$ cat config.mk
export PLATFORM = sky130hd
export DESIGN_NAME = ifr_top
export DESIGN_NICKNAME = d
export VERILOG_FILES = /design/src/inc/ifr_pkg.sv /design/src/core/ifr_top.sv
export SDC_FILE = /design/constraint.sdc
export NUM_CORES = 1
export LEC_CHECK = 0
export BUFFER_PORTS_ARGS = -buffer_cell sky130_fd_sc_hd__buf_2
export CORE_ASPECT_RATIO = 0.5
export CORE_MARGIN = 5
export CORE_UTILIZATION = 35
export CTS_BUF_LIST = sky130_fd_sc_hd__clkbuf_8
export CTS_CLUSTER_SIZE = 16
export DETAILED_ROUTE_END_ITERATION = 12
export PLACE_DENSITY_LB_ADDON = 0.1
export SLEW_MARGIN = 5
export SYNTH_ARGS = -nofsm -noshare
export SYNTH_HDL_FRONTEND = slang
export SYNTH_SLANG_ARGS = --single-unit
$ cat constraint.sdc
create_clock -name clk -period 9.3 [get_ports clk]
set_input_delay 2.325 -clock clk [delete_from_list [all_inputs] [get_ports clk]]
set_output_delay 2.325 -clock clk [all_outputs]
set_load 0.05 [all_outputs]
$ cat src/inc/ifr_pkg.sv
// shared constants and types of the info-entry router
package ifr_pkg;
  localparam logic [7:0] OFF_ENTRY = 8'h00;
  localparam logic [7:0] OFF_CTRL = 8'h04;
  localparam logic [7:0] OFF_AUXCMD = 8'h08;
  localparam logic [7:0] OFF_AUXDATA = 8'h0C;
  localparam logic [7:0] OFF_STATUS = 8'h10;
  localparam logic [1:0] RESP_OKAY = 2'h0;
  localparam logic [1:0] RESP_SLVERR = 2'h2;
  localparam int ALT_BIT = 14;
  localparam int PSNOOP_BIT = 10;
  localparam int LEN_W = 12;
  localparam int CNT_W = 13;
  localparam int CTRL_REQ_BIT = 0;
  localparam int CTRL_GNT_BIT = 1;
  localparam int AUXCMD_MOVE_BIT = 8;
  localparam int ST_ERR_BIT = 31;
  localparam logic [31:0] CTRL_RESET = 32'h0000_0000;
  localparam logic [4:0] PAD_BOUNDARY = 5'h10;
  localparam logic [7:0] TGT_LOAD_AUX = 8'h78;
  localparam logic [7:0] TGT_MOVE_AUX = 8'h0F;
  localparam logic [3:0] KIND_SKIP = 4'hE;
  localparam logic [3:0] KIND_MSG = 4'hF;
  localparam logic [1:0] ROUTE_TARGET_CTRL = 2'h0;
  localparam logic [1:0] ST_IN = 2'h0;
  localparam logic [1:0] ST_OUT = 2'h1;
  localparam logic [1:0] ST_PAD = 2'h2;
  localparam logic [1:0] ST_SNOOP = 2'h3;

  typedef enum logic [1:0] {
    SRC_IN = 2'h0,
    SRC_OUT = 2'h1,
    SRC_PAD = 2'h2,
    SRC_AUX = 2'h3
  } ifr_src_t;

  typedef enum logic [1:0] {
    ST_IDLE = 2'h0,
    ST_RUN = 2'h1,
    ST_FIN = 2'h3
  } ifr_state_t;

  typedef struct packed {
    logic [1:0] route_target;
    logic final_class2;
    logic final_class1;
    logic flush_class2;
    logic flush_class1;
    logic [1:0] source_type;
    logic [3:0] payload_kind;
    logic boundary_pad_en;
    logic [2:0] pad_kind;
    logic [15:0] low;
  } ifr_entry_t;

  typedef struct packed {
    ifr_src_t c1_src;
    ifr_src_t c2_src;
    logic sync_ptrs;
  } ifr_route_t;
endpackage

$ cat src/core/ifr_top.sv
// info-entry router: bus slave, entry FIFO, routing, output-FIFO pointers
// Behaviour
// RQ1 - the alternate-source bit picks one of two meanings of the source type.
// RQ2 - the 12-bit byte count sets how many bytes an entry moves; bigger transfers take several entries.
// RQ3 - the auxiliary FIFO accepts data only from an immediate load to 78h or a move to Fh.
// RQ4 - software queues the entry that drains auxiliary data before filling it, or the router waits.
// RQ5 - the output FIFO keeps separate alignment and DMA read pointers.
// RQ6 - in independent mode a pointer that would pass the writer stops until it moves on.
// RQ7 - with no DMA reads and more data than the output FIFO holds, the entry stalls for good.
// RQ8 - output source with the alternate bit set keeps both pointers moving together.
// RQ9 - out-snooping feeds class 1 from the input FIFO and class 2 from the output FIFO.
// RQ10 - auxiliary snooping feeds class 1 from the auxiliary FIFO and class 2 from the output FIFO.
// RQ11 - a set boundary bit on a padding entry pads out to a 16-byte boundary.
// RQ12 - padding fields apply only to source type 10b.
// RQ13 - the padding entry may be written only while request and grant are both set.
// RQ14 - padding entries use the destination, flag, type, boundary and pad-kind layout.
// RQ15 - destination 00 is the controller, 01 class 1, 10 class 2, 11 both; only skip or message go to 00.
// RQ16 - a class 1 final flag flushes the class 1 alignment block after the entry.
// RQ17 - entries run strictly in order, one byte count finished before the next.
`timescale 1ns/10ps

module ifr_fifo #(
  parameter int WIDTH = 32,
  parameter int DEPTH = 16
) (
  input wire logic clk,
  input wire logic arst_n,
  input wire logic [WIDTH-1:0] in_data,
  input wire logic in_valid,
  output logic in_ready,
  output logic [WIDTH-1:0] out_data,
  output logic out_valid,
  input wire logic out_ready,
  output logic [$clog2(DEPTH):0] level
);
  localparam int AW = $clog2(DEPTH);
  logic [WIDTH-1:0] mem [DEPTH];
  logic [AW:0] wp_q;
  logic [AW:0] rp_q;
  wire logic push = in_valid & in_ready;
  wire logic pop = out_valid & out_ready;

  assign level = wp_q - rp_q;
  assign in_ready = level != (AW+1)'(DEPTH);
  assign out_valid = wp_q != rp_q;
  assign out_data = mem[rp_q[AW-1:0]];

  always_ff @(posedge clk) begin
    if (push) begin
      mem[wp_q[AW-1:0]] <= in_data;
    end
  end

  always_ff @(posedge clk or negedge arst_n) begin
    if (!arst_n) begin
      wp_q <= '0;
      rp_q <= '0;
    end else begin
      wp_q <= wp_q + (AW+1)'(push);
      rp_q <= rp_q + (AW+1)'(pop);
    end
  end
endmodule // ifr_fifo

module ifr_top #(
  parameter int ENTRY_DEPTH = 16,
  parameter int OFIFO_BYTES = 64,
  parameter int AUX_BYTES = 64
) (
  input wire logic clk,
  input wire logic arst_n,
  input wire logic [7:0] s_axi_awaddr,
  input wire logic s_axi_awvalid,
  output logic s_axi_awready,
  input wire logic [31:0] s_axi_wdata,
  input wire logic [3:0] s_axi_wstrb,
  input wire logic s_axi_wvalid,
  output logic s_axi_wready,
  output logic [1:0] s_axi_bresp,
  output logic s_axi_bvalid,
  input wire logic s_axi_bready,
  input wire logic [7:0] s_axi_araddr,
  input wire logic s_axi_arvalid,
  output logic s_axi_arready,
  output logic [31:0] s_axi_rdata,
  output logic [1:0] s_axi_rresp,
  output logic s_axi_rvalid,
  input wire logic s_axi_rready,
  input wire logic in_byte_avail,
  input wire logic c1_ready,
  input wire logic c2_ready,
  input wire logic ofifo_push,
  input wire logic dma_pop,
  output logic in_pop_q,
  output logic c1_take_q,
  output logic c2_take_q,
  output ifr_pkg::ifr_src_t c1_src_q,
  output ifr_pkg::ifr_src_t c2_src_q,
  output logic [2:0] pad_kind_q,
  output logic [3:0] payload_kind_q,
  output logic drop_q,
  output logic c1_flush_q,
  output logic c2_flush_q,
  output logic c2_size_ready_q,
  output logic ofifo_full_q,
  output logic dma_avail_q,
  output logic busy_q
);
  localparam int OPW = $clog2(OFIFO_BYTES);
  localparam int XW = $clog2(AUX_BYTES);

  function automatic ifr_pkg::ifr_route_t route_of(input ifr_pkg::ifr_entry_t e);
    logic alt;
    alt = e.low[ifr_pkg::ALT_BIT];
    route_of = '{c1_src: ifr_pkg::SRC_IN, c2_src: ifr_pkg::SRC_IN, sync_ptrs: 1'b0};
    unique case (e.source_type)
      ifr_pkg::ST_IN: begin
        route_of.c1_src = alt ? ifr_pkg::SRC_AUX : ifr_pkg::SRC_IN; // RQ1
        route_of.c2_src = route_of.c1_src;
      end
      ifr_pkg::ST_OUT: begin
        route_of.c1_src = ifr_pkg::SRC_OUT;
        route_of.c2_src = ifr_pkg::SRC_OUT;
        route_of.sync_ptrs = alt; // RQ8
      end
      ifr_pkg::ST_PAD: begin
        route_of.c1_src = ifr_pkg::SRC_PAD; // RQ12
        route_of.c2_src = e.low[ifr_pkg::PSNOOP_BIT] ? ifr_pkg::SRC_OUT : ifr_pkg::SRC_PAD; // RQ14
      end
      ifr_pkg::ST_SNOOP: begin
        route_of.c1_src = alt ? ifr_pkg::SRC_AUX : ifr_pkg::SRC_IN; // RQ9 RQ10
        route_of.c2_src = ifr_pkg::SRC_OUT; // RQ9 RQ10
      end
    endcase
  endfunction

  // bus write side
  logic [7:0] aw_addr_q;
  logic [31:0] w_data_q;
  logic req_q, gnt_q, move_q, err_q;
  logic [7:0] tgt_q;
  wire logic wr_go = ~s_axi_awready & ~s_axi_wready & ~s_axi_bvalid;
  wire logic wr_entry = aw_addr_q == ifr_pkg::OFF_ENTRY;
  wire logic wr_ctrl = aw_addr_q == ifr_pkg::OFF_CTRL;
  wire logic wr_auxcmd = aw_addr_q == ifr_pkg::OFF_AUXCMD;
  wire logic wr_auxdata = aw_addr_q == ifr_pkg::OFF_AUXDATA;
  wire logic wr_status = aw_addr_q == ifr_pkg::OFF_STATUS;
  wire logic granted = req_q & gnt_q; // RQ13
  wire logic aux_tgt_ok = move_q ? (tgt_q == ifr_pkg::TGT_MOVE_AUX)
                                 : (tgt_q == ifr_pkg::TGT_LOAD_AUX); // RQ3
  logic [XW:0] aux_bytes_q;
  wire logic aux_room = aux_bytes_q <= (XW+1)'(AUX_BYTES - 4);
  wire logic aux_fill = wr_go & wr_auxdata & aux_tgt_ok & aux_room; // RQ3
  logic ef_in_ready, ef_out_valid, ef_pop;
  logic [31:0] ef_out;
  logic [$clog2(ENTRY_DEPTH):0] ef_level;
  wire logic entry_push = wr_go & wr_entry & granted;
  // an entry write waits in the bus while the entry FIFO is full
  wire logic wr_done = wr_go & ~(entry_push & ~ef_in_ready);
  wire logic wr_bad = wr_entry ? ~granted : wr_auxdata ? ~(aux_tgt_ok & aux_room)
                    : ~(wr_ctrl | wr_auxcmd | wr_status);

  ifr_fifo #(.WIDTH(32), .DEPTH(ENTRY_DEPTH)) u_entry_fifo (
    .clk(clk),
    .arst_n(arst_n),
    .in_data(w_data_q),
    .in_valid(entry_push),
    .in_ready(ef_in_ready),
    .out_data(ef_out),
    .out_valid(ef_out_valid),
    .out_ready(ef_pop),
    .level(ef_level)
  );

  always_ff @(posedge clk or negedge arst_n) begin
    if (!arst_n) begin
      s_axi_awready <= 1'b1;
      s_axi_wready <= 1'b1;
      aw_addr_q <= '0;
      w_data_q <= '0;
      s_axi_bvalid <= 1'b0;
      s_axi_bresp <= ifr_pkg::RESP_OKAY;
    end else begin
      if (s_axi_awvalid & s_axi_awready) begin
        s_axi_awready <= 1'b0;
        aw_addr_q <= s_axi_awaddr;
      end else if (wr_done) begin
        s_axi_awready <= 1'b1;
      end
      if (s_axi_wvalid & s_axi_wready) begin
        s_axi_wready <= 1'b0;
        w_data_q <= s_axi_wdata;
      end else if (wr_done) begin
        s_axi_wready <= 1'b1;
      end
      if (wr_done) begin
        s_axi_bvalid <= 1'b1;
        s_axi_bresp <= wr_bad ? ifr_pkg::RESP_SLVERR : ifr_pkg::RESP_OKAY;
      end else if (s_axi_bready) begin
        s_axi_bvalid <= 1'b0;
      end
    end
  end
  // routing engine
  ifr_pkg::ifr_state_t state_q, state_d;
  ifr_pkg::ifr_entry_t cur_q;
  ifr_pkg::ifr_route_t rt_q;
  localparam int CNT_W_L = ifr_pkg::CNT_W;
  localparam int LEN_W_L = ifr_pkg::LEN_W;
  localparam logic [4:0] PAD16 = ifr_pkg::PAD_BOUNDARY;
  logic [CNT_W_L-1:0] cnt_q;
  logic [OPW:0] wr_ptr_q, ab_ptr_q, dma_ptr_q;
  wire ifr_pkg::ifr_entry_t head = ef_out;
  wire ifr_pkg::ifr_route_t head_rt = route_of(head);
  wire logic head_pad = head.source_type == ifr_pkg::ST_PAD;
  wire logic head_ctrl = head.route_target == ifr_pkg::ROUTE_TARGET_CTRL;
  wire logic head_bad = head_ctrl & (head.payload_kind != ifr_pkg::KIND_SKIP)
                      & (head.payload_kind != ifr_pkg::KIND_MSG); // RQ15
  wire logic [3:0] res16 = head.low[3:0];
  // boundary padding fills the remainder of the current 16-byte block
  wire logic [CNT_W_L-1:0] pad_cnt = head.boundary_pad_en
    ? CNT_W_L'(PAD16 - {1'b0, res16}) : CNT_W_L'(head.low[6:0]); // RQ11
  wire logic [CNT_W_L-1:0] head_cnt = head_bad ? '0
    : head_pad ? pad_cnt : CNT_W_L'(head.low[LEN_W_L-1:0]); // RQ2 RQ12
  wire logic use1 = cur_q.route_target[0] | (cur_q.route_target == ifr_pkg::ROUTE_TARGET_CTRL); // RQ15
  wire logic use2 = cur_q.route_target[1]; // RQ15
  wire logic need_in = (use1 & rt_q.c1_src == ifr_pkg::SRC_IN) | (use2 & rt_q.c2_src == ifr_pkg::SRC_IN);
  wire logic need_out = (use1 & rt_q.c1_src == ifr_pkg::SRC_OUT) | (use2 & rt_q.c2_src == ifr_pkg::SRC_OUT);
  wire logic need_aux = (use1 & rt_q.c1_src == ifr_pkg::SRC_AUX) | (use2 & rt_q.c2_src == ifr_pkg::SRC_AUX);
  wire logic out_avail = ab_ptr_q != wr_ptr_q; // RQ6
  wire logic dma_has = dma_ptr_q != wr_ptr_q;
  // missing aux or output data simply holds the entry, which is where a misordered fill hangs
  wire logic step = (state_q == ifr_pkg::ST_RUN) & (~need_in | in_byte_avail)
    & (~need_out | out_avail) & (~need_aux | (aux_bytes_q != '0)) // RQ4 RQ6 RQ7
    & (~use2 | c2_ready) & (~cur_q.route_target[0] | c1_ready);
  wire logic last_step = step & (cnt_q == CNT_W_L'(1));
  wire logic ab_adv = step & need_out; // RQ5
  wire logic sync_run = rt_q.sync_ptrs & (state_q == ifr_pkg::ST_RUN); // RQ8
  wire logic dma_adv = ~sync_run & dma_pop & dma_has; // RQ5
  wire logic [OPW:0] fill_ab = wr_ptr_q - ab_ptr_q;
  wire logic [OPW:0] fill_dma = wr_ptr_q - dma_ptr_q;
  wire logic of_full = (fill_ab == (OPW+1)'(OFIFO_BYTES)) | (fill_dma == (OPW+1)'(OFIFO_BYTES)); // RQ6
  wire logic of_wr = ofifo_push & ~of_full;
  assign ef_pop = (state_q == ifr_pkg::ST_IDLE) & ef_out_valid; // RQ17

  always_comb begin
    state_d = state_q;
    unique case (state_q)
      ifr_pkg::ST_IDLE: if (ef_pop) state_d = (head_cnt == '0) ? ifr_pkg::ST_FIN : ifr_pkg::ST_RUN;
      ifr_pkg::ST_RUN: if (last_step) state_d = ifr_pkg::ST_FIN; // RQ17
      ifr_pkg::ST_FIN: state_d = ifr_pkg::ST_IDLE;
      default: state_d = ifr_pkg::ST_IDLE;
    endcase
  end

  always_ff @(posedge clk or negedge arst_n) begin
    if (!arst_n) begin
      state_q <= ifr_pkg::ST_IDLE;
      cur_q <= '0;
      rt_q <= '0;
      cnt_q <= '0;
    end else begin
      state_q <= state_d;
      if (ef_pop) begin
        cur_q <= head;
        rt_q <= head_rt;
        cnt_q <= head_cnt;
      end else if (step) begin
        cnt_q <= cnt_q - CNT_W_L'(1);
      end
    end
  end

  always_ff @(posedge clk or negedge arst_n) begin
    if (!arst_n) begin
      wr_ptr_q <= '0;
      ab_ptr_q <= '0;
      dma_ptr_q <= '0;
      aux_bytes_q <= '0;
    end else begin
      wr_ptr_q <= wr_ptr_q + (OPW+1)'(of_wr);
      ab_ptr_q <= ab_ptr_q + (OPW+1)'(ab_adv);
      dma_ptr_q <= sync_run ? ab_ptr_q + (OPW+1)'(ab_adv) : dma_ptr_q + (OPW+1)'(dma_adv); // RQ8
      aux_bytes_q <= aux_bytes_q + (aux_fill ? (XW+1)'(4) : '0) - (XW+1)'(step & need_aux);
    end
  end

  always_ff @(posedge clk or negedge arst_n) begin
    if (!arst_n) begin
      in_pop_q <= 1'b0;
      c1_take_q <= 1'b0;
      c2_take_q <= 1'b0;
      c1_src_q <= ifr_pkg::SRC_IN;
      c2_src_q <= ifr_pkg::SRC_IN;
      pad_kind_q <= '0;
      payload_kind_q <= '0;
      drop_q <= 1'b0;
      c1_flush_q <= 1'b0;
      c2_flush_q <= 1'b0;
      c2_size_ready_q <= 1'b0;
      ofifo_full_q <= 1'b0;
      dma_avail_q <= 1'b0;
      busy_q <= 1'b0;
    end else begin
      in_pop_q <= step & need_in;
      c1_take_q <= step & cur_q.route_target[0];
      c2_take_q <= step & use2;
      drop_q <= step & (cur_q.route_target == ifr_pkg::ROUTE_TARGET_CTRL);
      c1_src_q <= rt_q.c1_src;
      c2_src_q <= rt_q.c2_src;
      pad_kind_q <= cur_q.pad_kind;
      payload_kind_q <= cur_q.payload_kind;
      c1_flush_q <= (state_q == ifr_pkg::ST_FIN) & (cur_q.final_class1 | cur_q.flush_class1); // RQ16
      c2_flush_q <= (state_q == ifr_pkg::ST_FIN) & (cur_q.final_class2 | cur_q.flush_class2);
      c2_size_ready_q <= (state_q == ifr_pkg::ST_FIN) & cur_q.final_class2;
      ofifo_full_q <= of_full | (ofifo_push & ((fill_ab == (OPW+1)'(OFIFO_BYTES - 1))
                      | (fill_dma == (OPW+1)'(OFIFO_BYTES - 1))));
      dma_avail_q <= ~rt_q.sync_ptrs & (fill_dma > (OPW+1)'(dma_pop));
      busy_q <= state_d != ifr_pkg::ST_IDLE;
    end
  end

  // control registers; a bad controller entry sets the error, which beats a clear
  always_ff @(posedge clk or negedge arst_n) begin
    if (!arst_n) begin
      req_q <= ifr_pkg::CTRL_RESET[ifr_pkg::CTRL_REQ_BIT];
      gnt_q <= ifr_pkg::CTRL_RESET[ifr_pkg::CTRL_GNT_BIT];
      tgt_q <= '0;
      move_q <= 1'b0;
      err_q <= 1'b0;
    end else begin
      if (wr_done & wr_ctrl) req_q <= w_data_q[ifr_pkg::CTRL_REQ_BIT];
      gnt_q <= req_q;
      if (wr_done & wr_auxcmd) begin
        tgt_q <= w_data_q[7:0];
        move_q <= w_data_q[ifr_pkg::AUXCMD_MOVE_BIT];
      end
      if (ef_pop & head_bad) err_q <= 1'b1; // RQ15
      else if (wr_done & wr_status & w_data_q[ifr_pkg::ST_ERR_BIT]) err_q <= 1'b0;
    end
  end

  // bus read side
  wire logic [31:0] status_word = {err_q, (state_q == ifr_pkg::ST_RUN) & ~step, state_q,
    12'h000, 8'(aux_bytes_q), 3'h0, 5'(ef_level)};
  wire logic rd_ok = (s_axi_araddr == ifr_pkg::OFF_CTRL) | (s_axi_araddr == ifr_pkg::OFF_AUXCMD)
                   | (s_axi_araddr == ifr_pkg::OFF_STATUS);
  wire logic [31:0] rd_word = (s_axi_araddr == ifr_pkg::OFF_CTRL) ? {30'h0, gnt_q, req_q}
    : (s_axi_araddr == ifr_pkg::OFF_AUXCMD) ? {23'h0, move_q, tgt_q}
    : (s_axi_araddr == ifr_pkg::OFF_STATUS) ? status_word : 32'h0000_0000;
  always_ff @(posedge clk or negedge arst_n) begin
    if (!arst_n) begin
      s_axi_rvalid <= 1'b0;
      s_axi_arready <= 1'b1;
      s_axi_rdata <= '0;
      s_axi_rresp <= ifr_pkg::RESP_OKAY;
    end else if (s_axi_arvalid & s_axi_arready) begin
      s_axi_rvalid <= 1'b1;
      s_axi_arready <= 1'b0;
      s_axi_rdata <= rd_word;
      s_axi_rresp <= rd_ok ? ifr_pkg::RESP_OKAY : ifr_pkg::RESP_SLVERR;
    end else if (s_axi_rready) begin
      s_axi_rvalid <= 1'b0;
      s_axi_arready <= 1'b1;
    end
  end
endmodule // ifr_top

Yosys cells after proc, flatten, opt, wreduce, memory -nomap -nowiden
Memories as Yosys holds them, arrays and structs flattened.
Index checks and enable logic that the tools add are counted.
W data, S select, Z words.
Storage, ports and cells
  RAM bits: 512
  memories: 1
  input bits: 64
  flip-flop bits (word level): 185
  output and inout port bits: 62
Memories
  u_entry_fifo.mem: depth 16, bits a word 32, read ports 1, clocked after memory_dff 0, write ports 1, line ifr_top.sv:37  | logic [WIDTH-1:0] mem [DEPTH];
Operators by class
  equal/unequal tests: 29
  reduce and logical (&&, ||, !) cells: 16
  add/sub/neg operators: 12
  $lt $le $gt $ge: 2
  multiplexer cells: 36
  bitwise operators: 87
Operators with widths (number)
  $mux W32: 3
  $mux W13: 5
  $and A1 B1 Y1: 52
  $eq A8 B4 Y1 const B: 4
  $add A7 B1 Y7: 3
  $or A1 B1 Y1: 18
  $mux W1: 17
  $not A1 Y1: 17
  $eq A8 B3 Y1 const B: 2
  $eq A8 B5 Y1 const B: 2
  $pmux W4 S4: 1
  $eq A7 B6 Y1 const B: 2
  $eq A7 B7 Y1 const B: 2
  $mux W2: 7
  $ne A7 B7 Y1: 2
  $reduce_bool A2 Y1: 7
  $sub A7 B7 Y7: 2
  $eq A13 B1 Y1 const B: 1
  $logic_not A13 Y1: 1
  $sub A13 B1 Y13 const B: 1
  $logic_not A2 Y1: 6
  $add A5 B1 Y5: 2
  $eq A2 B2 Y1 const B: 5
  $eq A2 B1 Y1 const B: 4
  other kinds (15): 16

Depth between registers and ports, before layout
Gate-level depths: netlist of run 1.
  depth in word-level cells: 16
  depth in mapped cells: 18

By module
A second synthesis of run 1 with hierarchy kept.
Unflattened totals
  cells, all modules: 1579
  area total of the unflattened synthesis: 27610.2 um2
Modules (own cells, without submodules)
  ifr_fifo: times used 1, cells an instance 872, area each 19867.8 um2, sequential area each 15625.0 um2
  ifr_top: times used 1, cells an instance 707, area each 7742.4 um2, sequential area each 4007.6 um2

Worst setup path before layout of run 1
No wires, ideal clock.
  path type: reg-to-reg
  start point: register u_entry_fifo.rp_q[3]
  end point: memory u_entry_fifo.mem[3][0], enable pin
  library setup time: 0.451 ns
  slack: 4.439 ns
  data required time: 8.849 ns
  stages on the path, launching flop included: 11
  arrival: 4.410 ns
  cells stage by stage: dfrtp_1 inv_1 clkbuf_1 buf_2 clkbuf_1 ha_1 a21oi_1 xor2_1 a31oi_1 nand3_1 nor3_1
On the way
  longest elaborated chain between the ends: 5
RTL lines
  start: declaration: line ifr_top.sv:39  | logic [AW:0] rp_q;
  start signal: assignment: line ifr_top.sv:60  | rp_q <= rp_q + (AW+1)'(pop);
  $sub A5 B5 Y5: line ifr_top.sv:43  | assign level = wp_q - rp_q;
  $ne A5 B5 Y1: line ifr_top.sv:44  | assign in_ready = level != (AW+1)'(DEPTH);
  $and A1 B1 Y1: line ifr_top.sv:40  | wire logic push = in_valid & in_ready;
  $mux W1: line ifr_top.sv:49  | if (push) begin
  $mux W1 (not written as such): line ifr_top.sv:50  | mem[wp_q[AW-1:0]] <= in_data;
  end: declaration: line ifr_top.sv:37
No other way between the ends.

Final worst setup path of run 1
  start point: register u_entry_fifo.rp_q[2]
  end point: memory u_entry_fifo.mem[8][27], enable pin
Same word-level chain as after synthesis.

==> run summary, run 1 <==
status - finished, final reports clean
Critical Path, Cell by Cell - buf_4, clkinv_1, ha_1, a21o_1, a21oi_1, xor2_1, a31oi_1, nand3_1, nor2_4, buf_4
Row Count - 70
Critical Path Max Stage Delay - 750 ps
final worst-path cycle share - 0.550
root buffer cell - clkbuf_8
Area Growth Syn to Fin - 13.5%
Post-DP HPWL - 37.5 mm
Pwr Density - 316 nW/um^2
gr usage total - 0.165
Post-Syn Area - 26000 sq um
routed vias/inst - 5.12
Wirelength per Cell - 23.8 um
drt first-iter violations - 1120
total power draw - 0.00930 W
GRT overflow - 0
CP most frequent cell - buf_4
synthesized instance count - 1559
skew final - 27.5 ps
Distinct cells, synth - 77
Setup-failing EPs final - 0
Clock power frac - 0.239
Crit-path slowest cell - clkinv_1
Core ar. - 73300 sq um
Final Hold Viols - 0
Yosys warning count - 0
Post-CTS Hold Fix Bufs - 0
layout cells sized above 1 - 0.227
clk_lat worst skew - 690 ps
antenna violations before repair - 3
P_sw - 0.00337 W
Flop pwr share - 0.450
CTS buffer count - 96
Resized Gates After CTS - 0
CP top delay family - buffers and inverters
Crit Path Class - flip-flop to flip-flop
Die X - 395 um
via count - 14.2k
drt total wl - 66.3 mm
Critical Path Source Type - flip-flop
Critical Path Sink Type - flip-flop
CTS tree - built
Pleak - 11.0 nW
Clock Path Buffers - 3
Final #Nets - 1835
vias in the first global route - 14.8k
Clock Sinks - 631
routed length on met2 - 30.6 mm
Seq/Total Area, Yosys - 0.698
Max Cap Viol - 0
Starting Density - 0.354
Met1 Wirelength - 31.0 mm
Crit Path Max Fanout - 36
final RePlAce weighted congestion - 0.750
ys async rst share - 0.265
PortBufs - 103
syn avg cell area - 16.6 sq um
global-route wire length before repair - 97.8 mm
Final ANT Viol Nets - 0
post-synthesis register bit count - 631
setup bufs post-CTS - 0
Compound-Gate Fraction of Synth Area - 0.0621
Hold Crit Class - flip-flop to flip-flop
most common cell after layout, fill and taps aside - edfxtp_1
Post-synth EDFFs - 464
Slew Limit Fails - 0
TNS Setup - 0 ps
P_int - 0.00593 W
RSZ-0062 raised after global routing - no
Crit path buffers/inverters - 3
metal3 WL - 3.27 mm
mux contribution to synthesized area - 0.125
H-Tree Depth - 3
Max Freq - 195 MHz
largest family of logic cells by synthesized area - multiplexers
Post-Synth Simple-Gate Area - 0.0463
fill count - 6697
Tmin final - 5120 ps
Slew HR - 0.218
Die Y - 203 um
DR pass1 iterations - 5
Post-Synth Adder-Cell Area - 0.0232
Comb pwr share - 0.311
Worst-Margin Slew - 1170 ps
XOR/XNOR Fraction of Synth Area - 0.0162
DRC viols - 0
largest net degree at the start of global routing - 71
commonest register cell after synthesis - edfxtp_1
worst vdd ir - 0.000140 V
Ports - 126
WP data arrival - 5440 ps
Sw Share - 0.362
die area - 80000 sq um
top sig layer - met4
Required @ worst endpoint - 9620 ps
clock slew at reported path FFs - 70 ps
most frequent cells in the layout - edfxtp_1, dfrtp_1, clkbuf_8, buf_2, mux2i_1
Yosys cell counts (14+ instances only):
cell / n / area [sq um]
edfxtp_1: 464 / 13900
dfrtp_1: 164 / 4100
mux2i_1: 101 / 1010
nand2_1: 74 / 278
mux4_2: 68 / 1530
nor2_1: 61 / 229
inv_1: 59 / 221
mux2_2: 51 / 574
o21ai_0: 43 / 215
ha_1: 41 / 513
clkbuf_1: 32 / 120
o221ai_1: 30 / 263
xnor2_1: 27 / 236
nand3_1: 26 / 130
a221oi_1: 25 / 219
a21oi_1: 24 / 120
buf_4: 22 / 165
xor2_1: 21 / 184
nor3_1: 18 / 90.1
a22o_1: 14 / 123
a22oi_1: 14 / 105
path summary, 6_finish.rpt:
path	start	to	slack, ps	depth (start not counted)
max in group asynchronous	arst_n	dma_avail_q	6260	2
min in group asynchronous	arst_n	w_data_q[16]	1610	1
max	u_entry_fifo.rp_q[2]	u_entry_fifo.mem[8][27]	4180	10
min reg2reg	cur_q[16]	pad_kind_q[0]	370	0
max reg2reg	u_entry_fifo.rp_q[2]	u_entry_fifo.mem[8][27]	4180	10
min	cur_q[16]	pad_kind_q[0]	370	0
cell type report:
cell class	count	area, sq um	share of cell area
sequential	631	18100	0.615
inverter	60	225	0.00764
clock inverter	70	334	0.0113
antenna	2	5.00	0.000170
tap	972	1220	0.0413
multi-input combinational	803	7260	0.247
timing repair buffer	134	757	0.0257
clock buffer	112	1540	0.0523
worst reg2reg max path: stages (launching register included):
cell	delay, ps
dfrtp_1	320
buf_4	510
clkinv_1	810
ha_1	580
a21o_1	170
a21oi_1	180
xor2_1	130
a31oi_1	480
nand3_1	410
nor2_4	600
buf_4	550
registers in the layout, indices dropped and copies added, names as in the netlist, 3 cells and up:
name,count
u_entry_fifo.rp_q,5
cur_q,13
ab_ptr_q,7
s_axi_rdata,19
aux_bytes_q,7
payload_kind_q,4
dma_ptr_q,7
tgt_q,8
u_entry_fifo.mem,464
rt_q,5
cnt_q,13
wr_ptr_q,7
aw_addr_q,8
u_entry_fifo.wp_q,5
pad_kind_q,3
w_data_q,29
metrics by stage:
stage / std cells / setup WS, ps / cell area (sq um) / hold slack (ps) / utilization
finish: 2784 / 4180 / 29500 / 374 / 0.402
global route: 2782 / 3930 / 29500 / 395 / 0.402
CTS: 2782 / 4140 / 29500 / 375 / 0.402
detailed placement: 2600 / 4100 / 27600 / 366 / 0.376
global placement: 2600 / 4070 / 27600 / 363 / 0.376
floorplan: 1573 / 4440 / 26000 / 354 / -
routing by layer:
metal	vias up	track usage
li1	6431	-
met1	7390	0.232
met2	325	0.261
met3	100	0.0351
met4	0	0.0452
met5	-	0
power groups by stage:
stage	clock network [W]	registers [W]	logic (W)
floorplan	0	0.00413	0.00213
global placement	0	0.00421	0.00287
detailed placement	0	0.00425	0.00292
CTS	0.00231	0.00420	0.00294
global route	0.00244	0.00426	0.00318
finish	0.00222	0.00418	0.00290
logic make-up after synthesis:
logic type	Yosys count
and+or+nand+nor	249
other	1
adders and majority gates	46
AOI/OAI and AO/OA	220
xor gates and xnor gates	48
muxes	225
buffers and inverters	139
DFF	631
Note: power is estimated with default switching activity, not from simulation.
==> inputs of run 2 (changes only) <==
ABC_AREA = 1   (was unset)
clock period = 4.43 ns   (was 9.3 ns; I/O delays follow)
==> run 2 against run 1 <==
Hold slack better by 4.3 ps. Combinational power rose to 2.6 times the previous value. Total power increased by 130%. Critical path depth is 1 lower.
==> run summary, run 2 <==
setup bufs post-CTS - 0 (unchanged)
Yosys warning count - 0 (unchanged)
H-Tree Depth - 3 (unchanged)
Critical Path, Cell by Cell - ha_1, fa_1, o21ai_1, xnor2_1, nor4_1, nor3_1, nand3_1, nor2_4, buf_12
TNS Setup - 0 ps (unchanged)
Final #Nets - 2654 (+45%)
ys async rst share - 0.265 (unchanged)
Largest register FFs - 464 (unchanged)
Post-Syn Area - 26700 sq um (+2.9%)
Distinct cells, synth - 52 (-32%)
Post-DP HPWL - 42.4 mm (+13%)
fill count - 7337 (+9.6%)
Crit Path Class - flip-flop to flip-flop
Critical Path Max Stage Delay - 550 ps (-200 ps)
Clock Path Buffers - 3 (unchanged)
worst vdd ir - 0.000451 V (+220%)
Synth top area share - 0.522 (-0.0151)
Compound-Gate Fraction of Synth Area - 0.0685 (+0.00640)
layout cells sized above 1 - 0.129 (-0.0979)
# diodes - 0 (-2)
Worst R2R Setup Slack - 700 ps (-3490 ps)
CTS buffer count - 96 (unchanged)
most common cell after layout, fill and taps aside - nand2_1
Required @ worst endpoint - 4870 ps (-4750 ps)
Max Freq - 268 MHz (+37%)
Ports - 126 (unchanged)
Slew HR - 0.316 (+0.0983)
Final Hold Viols - 0 (unchanged)
root buffer cell - clkbuf_8
Row Count - 71 (+1.4%)
Crit Path Max Fanout - 19 (-47%)
Post-CTS Hold Fix Bufs - 0 (unchanged)
GRT overflow - 0 (unchanged)
CTS tree - built
Area after DPL - 28500 sq um (+3.2%)
Pwr Density - 687 nW/um^2 (+120%)
Post-synth EDFFs - 464 (unchanged)
Die Y - 205 um (+1.4%)
die area - 82300 sq um (+2.8%)
mux contribution to synthesized area - 0 (-0.125)
Final Core Density - 0.404 (+0.00231)
CP top delay family - simple AND/OR/NAND/NOR gates
Pleak - 12.2 nW (+11%)
DRC viols - 0 (unchanged)
final RePlAce weighted congestion - 0.781 (+4.1%)
Final Instance Area - 30500 sq um (+3.5%)
vias in the first global route - 17.6k (+19%)
status - finished, final reports clean
PortBufs - 103 (unchanged)
Critical Path Sink Type - flip-flop
Hold Crit Class - flip-flop to flip-flop
final worst-path cycle share - 0.842 (+0.292)
global-route wire length before repair - 112 mm (+14%)
gr usage total - 0.180 (+0.0154)
Seq/Total Area, Yosys - 0.678 (-0.0197)
Tmin final - 3730 ps (-1380 ps)
Setup-failing EPs final - 0 (unchanged)
antenna violations before repair - 2 (-1)
clk_lat worst skew - 760 ps (+70 ps)
skew final - 25.3 ps (-2.23 ps)
Wirelength per Cell - 20.5 um (-14%)
Crit-path slowest cell - nor2_4
Synth top cells by count - nand2_1, edfxtp_1, nor2_1
Max Cap Viol - 0 (unchanged)
drt total wl - 74.6 mm (+13%)
routed vias/inst - 4.89 (-4.3%)
clock slew at reported path FFs - 60 ps (about the same)
WP data arrival - 4180 ps (-1260 ps)
Starting Density - 0.354 (about the same)
largest family of logic cells by synthesized area - simple AND/OR/NAND/NOR gates
largest net degree at the start of global routing - 143 (+100%)
cell taking the most area after synthesis - edfxtp_1
XOR/XNOR Fraction of Synth Area - 0.0151 (-0.00111)
drt first-iter violations - 1317 (+18%)
Die X - 401 um (+1.4%)
Crit path buffers/inverters - 1 (-2)
Critical Path Source Type - flip-flop
Area contributors post-synth - edfxtp_1, dfrtp_1, nand2_1
most frequent cells in the layout - nand2_1, edfxtp_1, nor2_1, inv_1, nand3_1
post-synthesis register bit count - 631 (unchanged)
synthesized instance count - 2404 (+54%)
commonest register cell after synthesis - edfxtp_1
via count - 17.9k (+25%)
Area Growth Syn to Fin - 14.2%
syn avg cell area - 11.1 sq um (-33%)
Worst-Margin Slew - 1020 ps (-149 ps)
Clock Sinks - 631 (unchanged)
DR pass1 iterations - 5 (unchanged)
Post-Synth Simple-Gate Area - 0.167 (+0.120)
Post-Synth Adder-Cell Area - 0.0222 (-0.00103)
Resized Gates After CTS - 0 (unchanged)
Slew Limit Fails - 0 (unchanged)
top-count cell post-synth - nand2_1
RSZ-0062 raised after global routing - no
Core ar. - 75400 sq um (+2.9%)
Final ANT Viol Nets - 0 (unchanged)
-- run 2: cell type report --
cell class              count  area, sq um  share of cell area
multi-input cells        1516         7460               0.245
clock buffers             118         1620              0.0533
flip-flops and latches    631        18100               0.594
repair buffers            152         1050              0.0346
well taps                1022         1280              0.0419
inverters                 148          566              0.0185
clock inverters            62          385              0.0126
-- run 2: final timing paths --
| check | start | end | depth (start not counted) |
|---|---|---|---|
| max | u_entry_fifo.rp_q[0] | u_entry_fifo.mem[4][14] | 9 |
| min | rt_q[2] | c2_src_q[1] | 0 |
| max reg2reg | u_entry_fifo.rp_q[0] | u_entry_fifo.mem[4][14] | 9 |
| min reg2reg | rt_q[2] | c2_src_q[1] | 0 |
| max in group asynchronous | arst_n | u_entry_fifo.rp_q[0] | 2 |
| min in group asynchronous | arst_n | wr_ptr_q[6] | 1 |
-- run 2: routing by layer --
layer  global-route usage  vias up  wire (um)
li1                     -     8494          -
met1                0.263     8896      36500
met2                0.277      372      33000
met3               0.0387       97       3930
met4               0.0390        2       1200
met5                    0        -         13
-- run 2: per-stage QoR --
step                      hold WS (ps)  cells  setup slack [ps]  power (W)
after global placement             368   3469               732     0.0161
after floorplan                    354   2418               252     0.0136
after CTS                          352   3649               676     0.0212
final                              378   3649               699     0.0209
after detailed placement           364   3469               693     0.0161
after global routing               387   3649               467     0.0224
-- run 2: cell families (layout without fill, tap and decap cells) --
family,count (synthesis),in the layout
other cells,1,15
compound gates,319,319
flops,631,631
fa+ha+maj,45,45
simple gates,1091,1091
xor+xnor,46,46
buf+inv,271,480
-- run 2: where the power goes --
part | internal, W | switching [W]
Combinational | 0.00219 | 0.00521
Clock | 0.00261 | 0.00243
Sequential | 0.00753 | 0.000972
Total | 0.0123 | 0.00861
==> inputs of run 3 (changes only) <==
ABC_AREA = 0   (was 1)
clock period = 3.8 ns   (was 4.43 ns; I/O delays follow)
==> run 3 against run 2 <==
Sequential share of layout area rose by 1.1 points. Die area fell by 2.7%. Combinational power is essentially flat. Core utilization up 0.44 points. First-iteration DRC count shrank 24%. Cell count is 23% lower. Clock skew grew 17 ps. Critical endpoint is now u_entry_fifo.mem[0][27]. Largest cell class unchanged.
==> run summary, run 3 (synthesized netlist as in run 1, its figures left out) <==
Resized Gates After CTS - 0 (unchanged)
Crit-path slowest cell - a31oi_1
DRC viols - 0 (unchanged)
RSZ-0062 raised after global routing - no
Largest register FFs - 464 (unchanged)
vias in the first global route - 15.1k (-14%)
Crit Path Max Fanout - 29 (+10)
Placed Cells - 2623 (-24%)
Critical Path Max Stage Delay - 510 ps (-40 ps)
Clock Sinks - 631 (unchanged)
clk_lat worst skew - 720 ps (-40 ps)
Critical Path Source Type - flip-flop
clock slew at reported path FFs - 60 ps (about the same)
most common cell after layout, fill and taps aside - edfxtp_1
Die X - 395 um (-1.4%)
routed vias/inst - 5.15 (+5.2%)
Hold Crit Class - primary input to asynchronous set/reset pin
via count - 14.4k (-19%)
Core ar. - 73300 sq um (-2.8%)
Slew Limit Fails - 0 (unchanged)
total power draw - 0.0230 W (+10%)
GRT overflow - 0 (unchanged)
Slew HR - 0.385 (+0.0686)
WP data arrival - 3940 ps (-240 ps)
final RePlAce weighted congestion - 0.763 (-2.3%)
Row Count - 70 (-1.4%)
Critical Path Sink Type - flip-flop
final worst-path cycle share - 0.939 (+0.0969)
Area after DPL - 28100 sq um (-1.4%)
final setup margin - 231 ps (-468 ps)
Required @ worst endpoint - 4170 ps (-700 ps)
die area - 80000 sq um (-2.7%)
Max Cap Viol - 0 (unchanged)
Worst R2R Setup Slack - 230 ps (-470 ps)
layout cells sized above 1 - 0.239 (+0.110)
most frequent cells in the layout - edfxtp_1, dfrtp_1, clkbuf_8, buf_2
status - finished, final reports clean
Post-DP HPWL - 38.6 mm (-8.9%)
Ports - 126 (unchanged)
Max Freq - 280 MHz (+4.6%)
Clock Path Buffers - 3 (unchanged)
Final #Nets - 1857 (-30%)
Worst-Margin Slew - 922 ps (-101 ps)
Die Y - 203 um (-1.4%)
Area Growth Syn to Fin - 15.4%
Setup-failing EPs final - 0 (unchanged)
Post-CTS Hold Fix Bufs - 0 (unchanged)
Wirelength per Cell - 24.0 um (+17%)
pre-CTS WS - 234 ps (-459 ps)
antenna violations before repair - 1 (-1)
drt first-iter violations - 1005 (-24%)
Final Core Density - 0.409 (+0.00440)
gr usage total - 0.167 (-0.0136)
Pleak - 11.1 nW (-8.4%)
worst vdd ir - 0.000299 V (-34%)
skew final - 42.3 ps (+17.0 ps)
CTS buffer count - 95 (-1.0%)
CTS tree - built
global-route wire length before repair - 99.6 mm (-11%)
largest net degree at the start of global routing - 86 (-40%)
Critical Path, Cell by Cell - ha_1, fa_1, inv_1, a21o_1, a21oi_1, xor2_1, a31oi_1, nand3_1, nor3_4, buf_12
Final Instance Area - 30000 sq um (-1.7%)
root buffer cell - clkbuf_8
Final Hold Viols - 0 (unchanged)
Final ANT Viol Nets - 0 (unchanged)
Finished Layout Cells - 2801 (-23%)
DR pass1 iterations - 5 (unchanged)
Tmin final - 3570 ps (-162 ps)
setup bufs post-CTS - 0 (unchanged)
Starting Density - 0.354 (about the same)
Pwr Density - 769 nW/um^2 (+12%)
H-Tree Depth - 3 (unchanged)
Crit Path Class - flip-flop to flip-flop
drt total wl - 67.2 mm (-10%)
PortBufs - 103 (unchanged)
run 3: changes by cell type in the layout (fill, tap and decap cells not counted), sizes merged, moves of 23 or more:
cell and delta:
a21oi -67, a221oi +24, inv -79, mux2 +51, mux2i +101, mux4 +73, nand2 -584, nand3 -146
nor2 -152, o21ai -98, o221ai +25, o22ai -23
run 3: critical path, delay by kind of cell, from the launching register on:
family / cells / cell delay [ps]
and+or+nand+nor: 2 / 750
adders and majority gates: 2 / 710
AOI/OAI and AO/OA: 3 / 690
DFF: 1 / 490
buffers and inverters: 2 / 390
xor gates and xnor gates: 1 / 190
run 3: per-stage QoR:
| step | TNS (ps) | hold WS [ps] |
|---|---|---|
| floorplan | -118970 | 354 |
| global placement | 0 | 360 |
| detailed placement | 0 | 366 |
| CTS | 0 | 298 |
| global route | 0 | 324 |
| finish | 0 | 308 |
run 3: final cells by class:
cell class              instances  area, sq um
flip-flops and latches        631        18100
multi-input cells             803         7290
diodes                          1         2.50
well taps                     972         1220
clock inverters                63          315
inverters                      60          225
fillers                      6601        43400
repair buffers                157         1220
clock buffers                 114         1570
run 3: worst paths after layout:
kind	end	startpoint	cells after the start
max	u_entry_fifo.mem[0][27]	u_entry_fifo.rp_q[0]	10
min	w_data_q[20]	arst_n	1
max reg2reg	u_entry_fifo.mem[0][27]	u_entry_fifo.rp_q[0]	10
min reg2reg	payload_kind_q[0]	cur_q[20]	0
max in group asynchronous	rt_q[0]	arst_n	2
min in group clk	payload_kind_q[0]	cur_q[20]	0
run 3: routing by layer:
layer	global-route usage	up-vias	routed length (um)
met5	0	-	0
met4	0.0372	0	1120
met2	0.260	319	30700
met1	0.242	7541	32100
met3	0.0347	91	3240
li1	-	6466	-
run 3: where the power goes:
group | total [W] | leakage [nW] | internal, W | switching, W
clock | 0.00548 | 1.12 | 0.00280 | 0.00268
combinational | 0.00743 | 3.78 | 0.00304 | 0.00438
sequential | 0.0101 | 6.24 | 0.00887 | 0.00127
total | 0.0230 | 11.1 | 0.0147 | 0.00833
